**src/rtl/bcdtd_pkg.sv**
```systemverilog
// Package for the BCD time and date counter bank.
// Assumes a single core clock domain; all users refer to names by scope.
package bcdtd_pkg;

    // Register addresses of the counter bank and the first control register.
    localparam logic [3:0] ADDR_CONTROL_1 = 4'h0;
    localparam logic [3:0] ADDR_SECONDS   = 4'h2;
    localparam logic [3:0] ADDR_MINUTES   = 4'h3;
    localparam logic [3:0] ADDR_HOURS     = 4'h4;
    localparam logic [3:0] ADDR_DAYS      = 4'h5;
    localparam logic [3:0] ADDR_WEEKDAY   = 4'h6;
    localparam logic [3:0] ADDR_MONTH     = 4'h7;
    localparam logic [3:0] ADDR_YEAR      = 4'h8;

    // Field positions.
    localparam int RESET_FLAG_BIT  = 7;
    localparam int AFTERNOON_BIT   = 5;
    localparam int HOUR_FORMAT_BIT = 2;
    localparam int HALT_BIT        = 5;

    // Values after reset.
    localparam logic [6:0] SECONDS_RST = 7'h00;
    localparam logic [6:0] MINUTES_RST = 7'h00;
    localparam logic [5:0] HOURS_RST   = 6'h00;
    localparam logic [5:0] DAYS_RST    = 6'h01;
    localparam logic [2:0] WEEKDAY_RST = 3'h0;
    localparam logic [4:0] MONTH_RST   = 5'h01;
    localparam logic [7:0] YEAR_RST    = 8'h00;
    localparam logic [7:0] CONTROL_RST = 8'h00;

    // Tick rate and the core clock rate it is derived from.
    localparam int TICK_HZ     = 1;
    localparam int CORE_CLK_HZ = 100000000;
    localparam int TICK_CYCLES = CORE_CLK_HZ / TICK_HZ;

    // One register access from the host port.
    typedef struct packed {
        logic       wr;
        logic       rd;
        logic [3:0] addr;
        logic [7:0] wdata;
    } bcdtd_req_t;

    // The whole time and date state.
    typedef struct packed {
        logic       reset_occurred_flag;
        logic [6:0] seconds;
        logic [6:0] minutes;
        logic [5:0] hours;
        logic [5:0] days;
        logic [2:0] weekday;
        logic [4:0] month;
        logic [7:0] year;
    } bcdtd_time_t;

endpackage : bcdtd_pkg

```
**src/rtl/bcdtd_bcd_digit.sv**
```systemverilog
// One BCD two-digit counter with a programmable wrap.
// Assumes the caller supplies the low and high limits as BCD values.
`timescale 1ns/1ns
`default_nettype none
module bcdtd_bcd_digit #(
    parameter int W = 8
) (
    input  wire logic [W-1:0] value,
    input  wire logic [W-1:0] low_limit,
    input  wire logic [W-1:0] high_limit,
    output logic      [W-1:0] next_value,
    output logic              wrap
);
    initial begin
        if (W < 5 || W > 8) begin
            $error("bcdtd_bcd_digit width must lie between 5 and 8");
        end
    end

    // Increment in BCD; a units digit of 9 or more carries to the tens.
    always_comb begin
        logic [3:0] units;
        logic [3:0] tens;
        units = value[3:0];
        tens  = 4'(value[W-1:4]);
        wrap  = (value >= high_limit);
        if (wrap) begin
            next_value = low_limit;
        end else if (units >= 4'h9) begin
            next_value = W'({tens + 4'h1, 4'h0});
        end else begin
            next_value = W'({tens, units + 4'h1});
        end
    end
endmodule : bcdtd_bcd_digit
`default_nettype wire

```
**src/rtl/bcdtd_counters.sv**
```systemverilog
// Time of day and calendar counter bank, advanced from a 1 Hz tick.
// Assumes register accesses arrive as single-cycle strobes on core_clk.
`timescale 1ns/1ns
`default_nettype none
//
// Notes on the counter bank as a whole.
//
// Every time and date field lives in one packed struct so that the whole
// state advances in a single clock edge. A host read therefore never sees
// a half-updated time, such as new seconds paired with old minutes. The
// cost is one wide register load per tick, which is cheap at this size.
//
// The divider counts core clock cycles and raises a one-cycle tick each
// time it reaches its last count. The tick is combinational so that the
// counters advance on the very edge at which the divider wraps. Anyone
// who wants to see the tick outside the bank must sample it on that edge.
//
// Halting the divider clears it rather than freezing it. After the halt
// is lifted a full tick period elapses before the next tick, so software
// that sets the time under halt gets a whole second before it moves.
//
// Each two-digit field other than the hours uses the same small incrementer. It wraps when the
// field reaches or passes its upper limit, so a field written with a value
// above its range returns to the low limit on the next carry instead of
// counting on through undefined codes. Invalid units digits below the limit
// carry to the tens just as a units digit of 9 does, leaving units of 0.
//
// The hour field needs its own increment because the twelve hour coding
// is not a plain BCD count: twelve comes before one, and the afternoon
// indicator flips between eleven and twelve. The day carry is raised only
// at midnight, that is when eleven at night becomes twelve in the morning.
// Changing the hour format does not convert a stored hour; software must
// rewrite the hours register after switching formats.
//
// The leap test looks only at the two BCD year digits. A year is a
// multiple of four when an even tens digit meets units of 0, 4 or 8, or
// an odd tens digit meets units of 2 or 6. Year 00 counts as a leap year,
// which is right for the present century but not for every century.
//
// Host writes are applied after the tick ripple in the same cycle. A
// write to one field therefore wins over a tick for that field only, and
// every other field still advances. This keeps a write from being lost
// while a carry is in progress, at the cost of a possible odd state if
// software writes one field right on a carry boundary.
//
// Reads are registered. The read data appears one cycle after the strobe
// and then stands until the next read strobe. Unused bits always read as
// zero, and addresses outside the bank read as zero too. A read in the
// same cycle as a write returns the value before the write.
//
// The reset occurred flag is set by reset or by a written one. Software clears it by
// writing zero into the top bit of the seconds register; writing one is
// accepted as well, so software can mark the time as untrusted itself.
//
// The first control register keeps only the bits that the bank or its
// neighbours use. The others read as zero whatever was written to them.
//
// Limitations worth knowing:
//  - the divider period is a parameter; a value of one or less is refused
//    because the divider then could not form a single-cycle tick;
//  - the weekday counts 0 to 6 and wraps; a value of 7 written by software
//    steps back to 0 on the next day carry;
//  - there is no protection against a host read tearing across the
//    moment of a carry, other than the whole-state register load.
//
// Outputs:
//  - rdata holds the last read value;
//  - tick pulses for one cycle per second;
//  - hour_format_12 mirrors the format bit of the first control register.
//
// Overview of operation
// - Time and date values held as packed BCD, tens upper, units lower.
// - Seconds bit 7 set by chip reset, held until software clears it.
// - Seconds bits 6..0 hold BCD 00 to 59.
// - Minutes bits 6..0 hold BCD 00 to 59; bit 7 reads zero.
// - Twelve hour mode: bits 4..0 hold 01 to 12, bit 5 marks PM.
// - Twenty-four hour mode: bits 5..0 hold 00 to 23; bits 7,6 zero.
// - Hour coding follows the format bit in the first control register.
// - Day of month bits 5..0 hold BCD 01 to 31, upper bits zero.
// - February gets a 29th day when year divides by 4, including 00.
// - Weekday is binary 0 to 6 in bits 2..0, upper bits zero.
// - Weekday codes carry no meaning here; they only count cyclically.
// - Month bits 4..0 hold BCD 01 to 12, upper bits zero.
// - Year is eight bit BCD 00 to 99.
// - All counters advance from one 1 Hz tick.
// - Control bit 2 selects 12 hour when set, resets to 24 hour.
// - Halt bit clears the divider so no ticks reach the counters.
module bcdtd_counters #(
    parameter int TICK_CYCLES = bcdtd_pkg::TICK_CYCLES
) (
    input  wire logic                  core_clk,
    input  wire logic                  sys_rst,
    input  wire bcdtd_pkg::bcdtd_req_t req,
    output logic                [7:0]  rdata,
    output logic                       tick,
    output logic                       hour_format_12
);
    localparam int DW = $clog2(TICK_CYCLES);

    initial begin
        if (TICK_CYCLES < 2) begin
            $error("TICK_CYCLES must be at least 2");
        end
    end

    bcdtd_pkg::bcdtd_time_t t_r;
    bcdtd_pkg::bcdtd_time_t t_nxt;
    logic [7:0]    ctrl_r;
    logic [7:0]    ctrl_nxt;
    logic [DW-1:0] div_r;
    logic [DW-1:0] div_nxt;
    logic [7:0]    rdata_r;
    logic [7:0]    rdata_nxt;
    logic          halted;
    logic          tick_now;

    assign halted         = ctrl_r[bcdtd_pkg::HALT_BIT];
    assign hour_format_12 = ctrl_r[bcdtd_pkg::HOUR_FORMAT_BIT];
    assign tick           = tick_now;
    assign rdata          = rdata_r;

    // Divider chain; held at zero while halted so no tick can escape.
    always_comb begin
        tick_now = 1'b0;
        if (halted) begin
            div_nxt = '0;
        end else if (div_r == DW'(TICK_CYCLES - 1)) begin
            div_nxt  = '0;
            tick_now = 1'b1;
        end else begin
            div_nxt = div_r + DW'(1);
        end
    end

    // Per-field BCD incrementers; only the day limit varies, with month and leap year.
    logic [6:0] sec_inc;
    logic [6:0] min_inc;
    logic [5:0] day_inc;
    logic [4:0] mon_inc;
    logic [7:0] yr_inc;
    logic       sec_wrap;
    logic       min_wrap;
    logic       day_wrap;
    logic       mon_wrap;
    logic [5:0] month_len;
    logic       leap;

    // Units 0, 4 or 8 with an even tens, or 2 or 6 with an odd tens, give a multiple of four.
    assign leap = t_r.year[4] ? (t_r.year[3:0] == 4'h2 ||
                                 t_r.year[3:0] == 4'h6)
                              : (t_r.year[3:0] == 4'h0 ||
                                 t_r.year[3:0] == 4'h4 ||
                                 t_r.year[3:0] == 4'h8);

    // Month length; BCD months 04, 06, 09 and 11 have thirty days.
    always_comb begin
        case (t_r.month)
            5'h02:   month_len = leap ? 6'h29 : 6'h28;
            5'h04,
            5'h06,
            5'h09,
            5'h11:   month_len = 6'h30;
            default: month_len = 6'h31;
        endcase
    end

    bcdtd_bcd_digit #(.W(7)) u_sec (
        .value      (t_r.seconds),
        .low_limit  (7'h00),
        .high_limit (7'h59),
        .next_value (sec_inc),
        .wrap       (sec_wrap)
    );

    bcdtd_bcd_digit #(.W(7)) u_min (
        .value      (t_r.minutes),
        .low_limit  (7'h00),
        .high_limit (7'h59),
        .next_value (min_inc),
        .wrap       (min_wrap)
    );

    bcdtd_bcd_digit #(.W(6)) u_day (
        .value      (t_r.days),
        .low_limit  (6'h01),
        .high_limit (month_len),
        .next_value (day_inc),
        .wrap       (day_wrap)
    );

    bcdtd_bcd_digit #(.W(5)) u_mon (
        .value      (t_r.month),
        .low_limit  (5'h01),
        .high_limit (5'h12),
        .next_value (mon_inc),
        .wrap       (mon_wrap)
    );

    bcdtd_bcd_digit #(.W(8)) u_yr (
        .value      (t_r.year),
        .low_limit  (8'h00),
        .high_limit (8'h99),
        .next_value (yr_inc),
        .wrap       ()
    );

    // Hour increment for both codings, giving the day carry at midnight.
    logic [5:0] hour_inc;
    logic       hour_wrap;
    always_comb begin
        logic [4:0] h12;
        h12       = t_r.hours[4:0];
        hour_wrap = 1'b0;
        if (hour_format_12) begin
            if (h12 == 5'h11) begin
                hour_inc  = {~t_r.hours[bcdtd_pkg::AFTERNOON_BIT], 5'h12};
                hour_wrap = t_r.hours[bcdtd_pkg::AFTERNOON_BIT];
            end else if (h12 >= 5'h12) begin
                hour_inc = {t_r.hours[bcdtd_pkg::AFTERNOON_BIT], 5'h01};
            end else if (h12[3:0] >= 4'h9) begin
                hour_inc = {t_r.hours[bcdtd_pkg::AFTERNOON_BIT],
                            h12[4] + 1'b1, 4'h0};
            end else begin
                hour_inc = {t_r.hours[bcdtd_pkg::AFTERNOON_BIT],
                            h12[4], h12[3:0] + 4'h1};
            end
        end else begin
            if (t_r.hours >= 6'h23) begin
                hour_inc  = 6'h00;
                hour_wrap = 1'b1;
            end else if (t_r.hours[3:0] >= 4'h9) begin
                hour_inc = {t_r.hours[5:4] + 2'h1, 4'h0};
            end else begin
                hour_inc = {t_r.hours[5:4], t_r.hours[3:0] + 4'h1};
            end
        end
    end

    // Ripple on tick, then let any host write override its field.
    always_comb begin
        t_nxt    = t_r;
        ctrl_nxt = ctrl_r;
        if (tick_now) begin
            t_nxt.seconds = sec_inc;
            if (sec_wrap) begin
                t_nxt.minutes = min_inc;
                if (min_wrap) begin
                    t_nxt.hours = hour_inc;
                    if (hour_wrap) begin
                        t_nxt.days    = day_inc;
                        t_nxt.weekday = (t_r.weekday >= 3'h6) ? 3'h0
                                        : t_r.weekday + 3'h1;
                        if (day_wrap) begin
                            t_nxt.month = mon_inc;
                            if (mon_wrap) begin
                                t_nxt.year = yr_inc;
                            end
                        end
                    end
                end
            end
        end
        if (req.wr) begin
            case (req.addr)
                bcdtd_pkg::ADDR_CONTROL_1: ctrl_nxt = req.wdata & 8'hac;
                bcdtd_pkg::ADDR_SECONDS: begin
                    t_nxt.reset_occurred_flag = req.wdata[7];
                    t_nxt.seconds             = req.wdata[6:0];
                end
                bcdtd_pkg::ADDR_MINUTES: t_nxt.minutes = req.wdata[6:0];
                bcdtd_pkg::ADDR_HOURS:   t_nxt.hours   = req.wdata[5:0];
                bcdtd_pkg::ADDR_DAYS:    t_nxt.days    = req.wdata[5:0];
                bcdtd_pkg::ADDR_WEEKDAY: t_nxt.weekday = req.wdata[2:0];
                bcdtd_pkg::ADDR_MONTH:   t_nxt.month   = req.wdata[4:0];
                bcdtd_pkg::ADDR_YEAR:    t_nxt.year    = req.wdata;
                default: ;
            endcase
        end
    end

    // Read data; unused upper bits always read as zero.
    always_comb begin
        rdata_nxt = rdata_r;
        if (req.rd) begin
            case (req.addr)
                bcdtd_pkg::ADDR_CONTROL_1: rdata_nxt = ctrl_r;
                bcdtd_pkg::ADDR_SECONDS:
                    rdata_nxt = {t_r.reset_occurred_flag, t_r.seconds};
                bcdtd_pkg::ADDR_MINUTES: rdata_nxt = {1'b0, t_r.minutes};
                bcdtd_pkg::ADDR_HOURS:   rdata_nxt = {2'b00, t_r.hours};
                bcdtd_pkg::ADDR_DAYS:    rdata_nxt = {2'b00, t_r.days};
                bcdtd_pkg::ADDR_WEEKDAY:
                    rdata_nxt = {5'h00, t_r.weekday};
                bcdtd_pkg::ADDR_MONTH:   rdata_nxt = {3'h0, t_r.month};
                bcdtd_pkg::ADDR_YEAR:    rdata_nxt = t_r.year;
                default:                 rdata_nxt = 8'h00;
            endcase
        end
    end

    // Reset marks the time untrustworthy and selects 24 hour coding.
    always_ff @(posedge core_clk) begin
        if (sys_rst) begin
            t_r.reset_occurred_flag <= 1'b1;
            t_r.seconds             <= bcdtd_pkg::SECONDS_RST;
            t_r.minutes             <= bcdtd_pkg::MINUTES_RST;
            t_r.hours               <= bcdtd_pkg::HOURS_RST;
            t_r.days                <= bcdtd_pkg::DAYS_RST;
            t_r.weekday             <= bcdtd_pkg::WEEKDAY_RST;
            t_r.month               <= bcdtd_pkg::MONTH_RST;
            t_r.year                <= bcdtd_pkg::YEAR_RST;
            ctrl_r                  <= bcdtd_pkg::CONTROL_RST;
            div_r                   <= '0;
            rdata_r                 <= 8'h00;
        end else begin
            t_r     <= t_nxt;
            ctrl_r  <= ctrl_nxt;
            div_r   <= div_nxt;
            rdata_r <= rdata_nxt;
        end
    end
endmodule : bcdtd_counters
`default_nettype wire

```
**config.mk**
```make
export PLATFORM = sky130hd
export DESIGN_NAME = bcdtd_counters
export DESIGN_NICKNAME = d
export VERILOG_FILES = /design/src/rtl/bcdtd_pkg.sv /design/src/rtl/bcdtd_bcd_digit.sv /design/src/rtl/bcdtd_counters.sv
export SDC_FILE = /design/constraint.sdc
export NUM_CORES = 1
export LEC_CHECK = 0
export ABC_CLOCK_PERIOD_IN_PS = 3400
export BUFFER_PORTS_ARGS = -buffer_cell sky130_fd_sc_hd__buf_2
export CAP_MARGIN = 20
export CORE_ASPECT_RATIO = 0.8
export CORE_MARGIN = 1.5
export CORE_UTILIZATION = 55
export DETAILED_ROUTE_END_ITERATION = 6
export GPL_TIMING_DRIVEN = 0
export PLACE_DENSITY_LB_ADDON = 0.3
export SLEW_MARGIN = 15
export SYNTH_ARGS = -nofsm -noshare
export SYNTH_HDL_FRONTEND = slang
export SYNTH_SLANG_ARGS = --single-unit
```
**constraint.sdc**
```tcl
create_clock -name core_clk -period 3.4 [get_ports core_clk]
set_input_delay 0.68 -clock core_clk [delete_from_list [all_inputs] [get_ports core_clk]]
set_output_delay 0.68 -clock core_clk [all_outputs]
set_load 0.02 [all_outputs]
```
==> results by group <==
Status
  – Outcome: finished clean

STA
  – Slew headroom: 0.294
  – Final setup fails: 0
  – Least-Margin Pin Slew: approximately 1.0 ns
  – Max Slew Vio Count: 0
  – Final period util: 0.960
  – Fin worst setup slack: 0.136 ns
  – Setup Total Neg Slack: 0 ns
  – Hold_ws: approximately 0.45 ns
  – Fin. Hold Viols: 0
  – Post-layout min period: 3.26 ns
  – Achievable Freq: around 300 MHz
  – Max Clock Skew: between 0.007 and 0.008 ns

Pwr
  – PwrDens: between 300 and 400 nW/um^2
  – Final Total Pwr: 2190 uW
  – Power Internal: 1660 uW
  – Clock power share: 0.476
  – NetSw: 522 uW
  – Switching fraction of total power: 0.239
  – Worst vdd ir: 0.260 mV
  – Sequential share of power: 0.454
  – Comb pwr share: 0.070
  – Leakage: 0.00232 uW

Layout
  – Nets: a little under 800
  – Synthesis-to-layout area growth: 13.0%
  – Layout cells sized above 1: 0.110
  – Final Util: 0.640
  – Inserted Diodes: 0

Die
  – Core ar.: roughly 9600 um^2
  – Starting Density: 0.566
  – # rows: 32
  – Die Span X: 114 um
  – Chip height: around 92 um
  – Num ports: 26
  – Die area: 10,500 um^2

Synth
  – Main combinational cell family by area after synthesis: simple AND/OR/NAND/NOR gates
  – Post-synthesis compound-gate area fraction: 0.210
  – Synth Area per Inst: 8.01 um^2
  – Area share of fa/ha/maj cells after synthesis: 0.0847
  – Async SR Flop Fraction: 0
  – Cell variety after synth: 79
  – Yosys warnings: 0
  – Register area share after synthesis: 0.300
  – Post-synth top cells: nor2_1 (96), dfxtp_1 (82), nand2_1 (55), ha_1 (37)
  – Count leader, synth: nor2_1
  – Largest area contributor in the netlist: dfxtp_1
  – Xor/xnor share of the synthesized area: 0.0401
  – Syn Nets: approximately 740
  – EDFF count, synth: 0
  – Dominant cells by area after synthesis: dfxtp_1 (30%), ha_1 (8.5%), nor2_1 (6.6%), nand2_1 (3.8%), mux2i_1 (2.9%)
  – FF+latch count, synth: 82
  – Synth Area in Simple Gates: 0.274
  – Cells after Synth: between 600 and 700
  – Post-Syn Area: 5460 um^2
  – Area share of the largest cell type after synthesis: 0.300
  – Mux share of post-synthesis cell area: 0.0465
  – Main synth FF type: dfxtp_1

Clocking
  – TritonCTS clock tree: done
  – Number of buffers created by CTS: 9
  – Clk sink count: between 80 and 90
  – Clock root cell: clkbuf_16
  – Hold Buf Count CTS: 0
  – CTS H-tree depth: 3
  – Clock Latency Late Sink: 0.35 ns
  – Clk slew on worst S/H paths: 0.06 ns
  – Clock Path Buffers: 2

Drt
  – Final wirelength: 16,100 um
  – DR vias/cell: 6.34
  – Vias: 5,462
  – Drt wl/cell: 18.7 um
  – Antenna Nets Post-Route: 0
  – Pre-Repair DR Iteration Count: 5
  – DRC viols: 0
  – Drt initial violations: 555

Setup path
  – Worst Path Arrival: between 3 and 4 ns
  – Endpoint class of the critical path: flop
  – Required @ worst endpoint: 3.64 ns
  – WS Path Type: flop to flop
  – Startpoint Class: flop
  – Max FO, Critical Path: 8

Job
  – Max-Cap Viols: 0

Place
  – Post-DP HPWL: approximately 12,000 um
  – Worst slack at placement: -0.488 ns
  – Input/output buffers: 19
  – Routability Congestion: 0.991

Global routing
  – Initial antenna violation count: 0
  – First-pass GRT wire length: 25,200 um
  – GRT Resource Usage Total: 0.311
  – Grt total ovfl: 0
  – Largest net degree at the start of global routing: 14
  – Vias in the first global route: 4,793

Worst hold path
  – Hold Path Class: flop to flop
layout make-up:
| cell class | instances | area, um^2 |
|---|---|---|
| multi-input cells | 538 | 3640 |
| fillers | 829 | 3470 |
| flip-flops and latches | 82 | 1650 |
| clock buffers | 11 | 233 |
| well taps | 136 | 170 |
| repair buffers | 28 | 160 |
| inverters | 31 | 121 |
| plain buffers | 30 | 115 |
| clock inverters | 5 | 78.8 |
timing repair:
action	4_1_cts	5_1_grt
endpoints found under the setup margin	17	9
pin swaps	4	8
endpoints found under the hold margin	0	0
resized for setup	10	12
setup buffers	3	5
cells by family (layout without fill, tap and decap cells):
| family | count (synthesis) | after routing |
|---|---|---|
| simple gates | 291 | 291 |
| fa+ha+maj | 37 | 37 |
| compound gates | 163 | 163 |
| mux | 22 | 22 |
| flops | 82 | 82 |
| buf+inv | 62 | 105 |
| xor+xnor | 25 | 25 |
final timing paths:
path,slack [ns],start,end,depth (start not counted)
max reg2reg,0.14,t_r[23],t_r[0],12
min,0.45,div_r[0],div_r[0],1
min reg2reg,0.45,div_r[0],div_r[0],1
max,0.14,t_r[23],t_r[0],12
per-layer routing:
layer / wire length (um) / up-vias / global-route usage
met1: 7390 / 2550 / 0.460
met2: 6510 / 285 / 0.431
met4: 523 / 0 / 0.116
met3: 1710 / 51 / 0.0773
li1: - / 2576 / -
met5: 0 / - / 0
sequential cells by signal, indices dropped and copies added, names as in the netlist:
| signal | flops |
|---|---|
| ctrl_r | 4 |
| rdata | 8 |
| t_r | 43 |
| div_r | 27 |
power groups by stage:
stage	combinational [uW]	sequential, uW	clock (uW)
5_1_grt	165	993	1080
4_1_cts	147	992	1050
6_report	153	992	1040
3_3_place_gp	142	1010	0
2_1_floorplan	93.8	1010	0
3_5_place_dp	145	1010	0
worst max-delay path, cell delays in order (launching register included):
cell and delay (ns):
dfxtp_1 0.39, inv_1 0.11, ha_1 0.22, nand4bb_1 0.19
inv_1 0.12, ha_1 0.14, nand2b_1 0.10, a21bo_2 0.30
or4_4 0.49, or4_4 0.61, buf_4 0.17, mux2i_1 0.12
a22o_1 0.18
through the flow:
step	area (um^2)	cells
6_report	6170	861
4_1_cts	6100	856
5_1_grt	6170	861
3_3_place_gp	5730	837
3_5_place_dp	5730	837
2_1_floorplan	5460	682
layout by cell type (no fill, tap or decap), types with 16 or more instances in the layout:
cell type / Yosys / routed
nor2_1: 96 / 96
dfxtp_1: 82 / 78
nand2_1: 55 / 55
ha_1: 37 / 35
o21ai_0: 31 / 31
inv_1: 31 / 29
a21oi_1: 29 / 29
nand3_1: 27 / 27
clkbuf_1: 22 / 24
buf_2: 2 / 21
nor3_1: 18 / 17
xnor2_1: 16 / 16
Note: power is estimated with default switching activity, not from simulation.
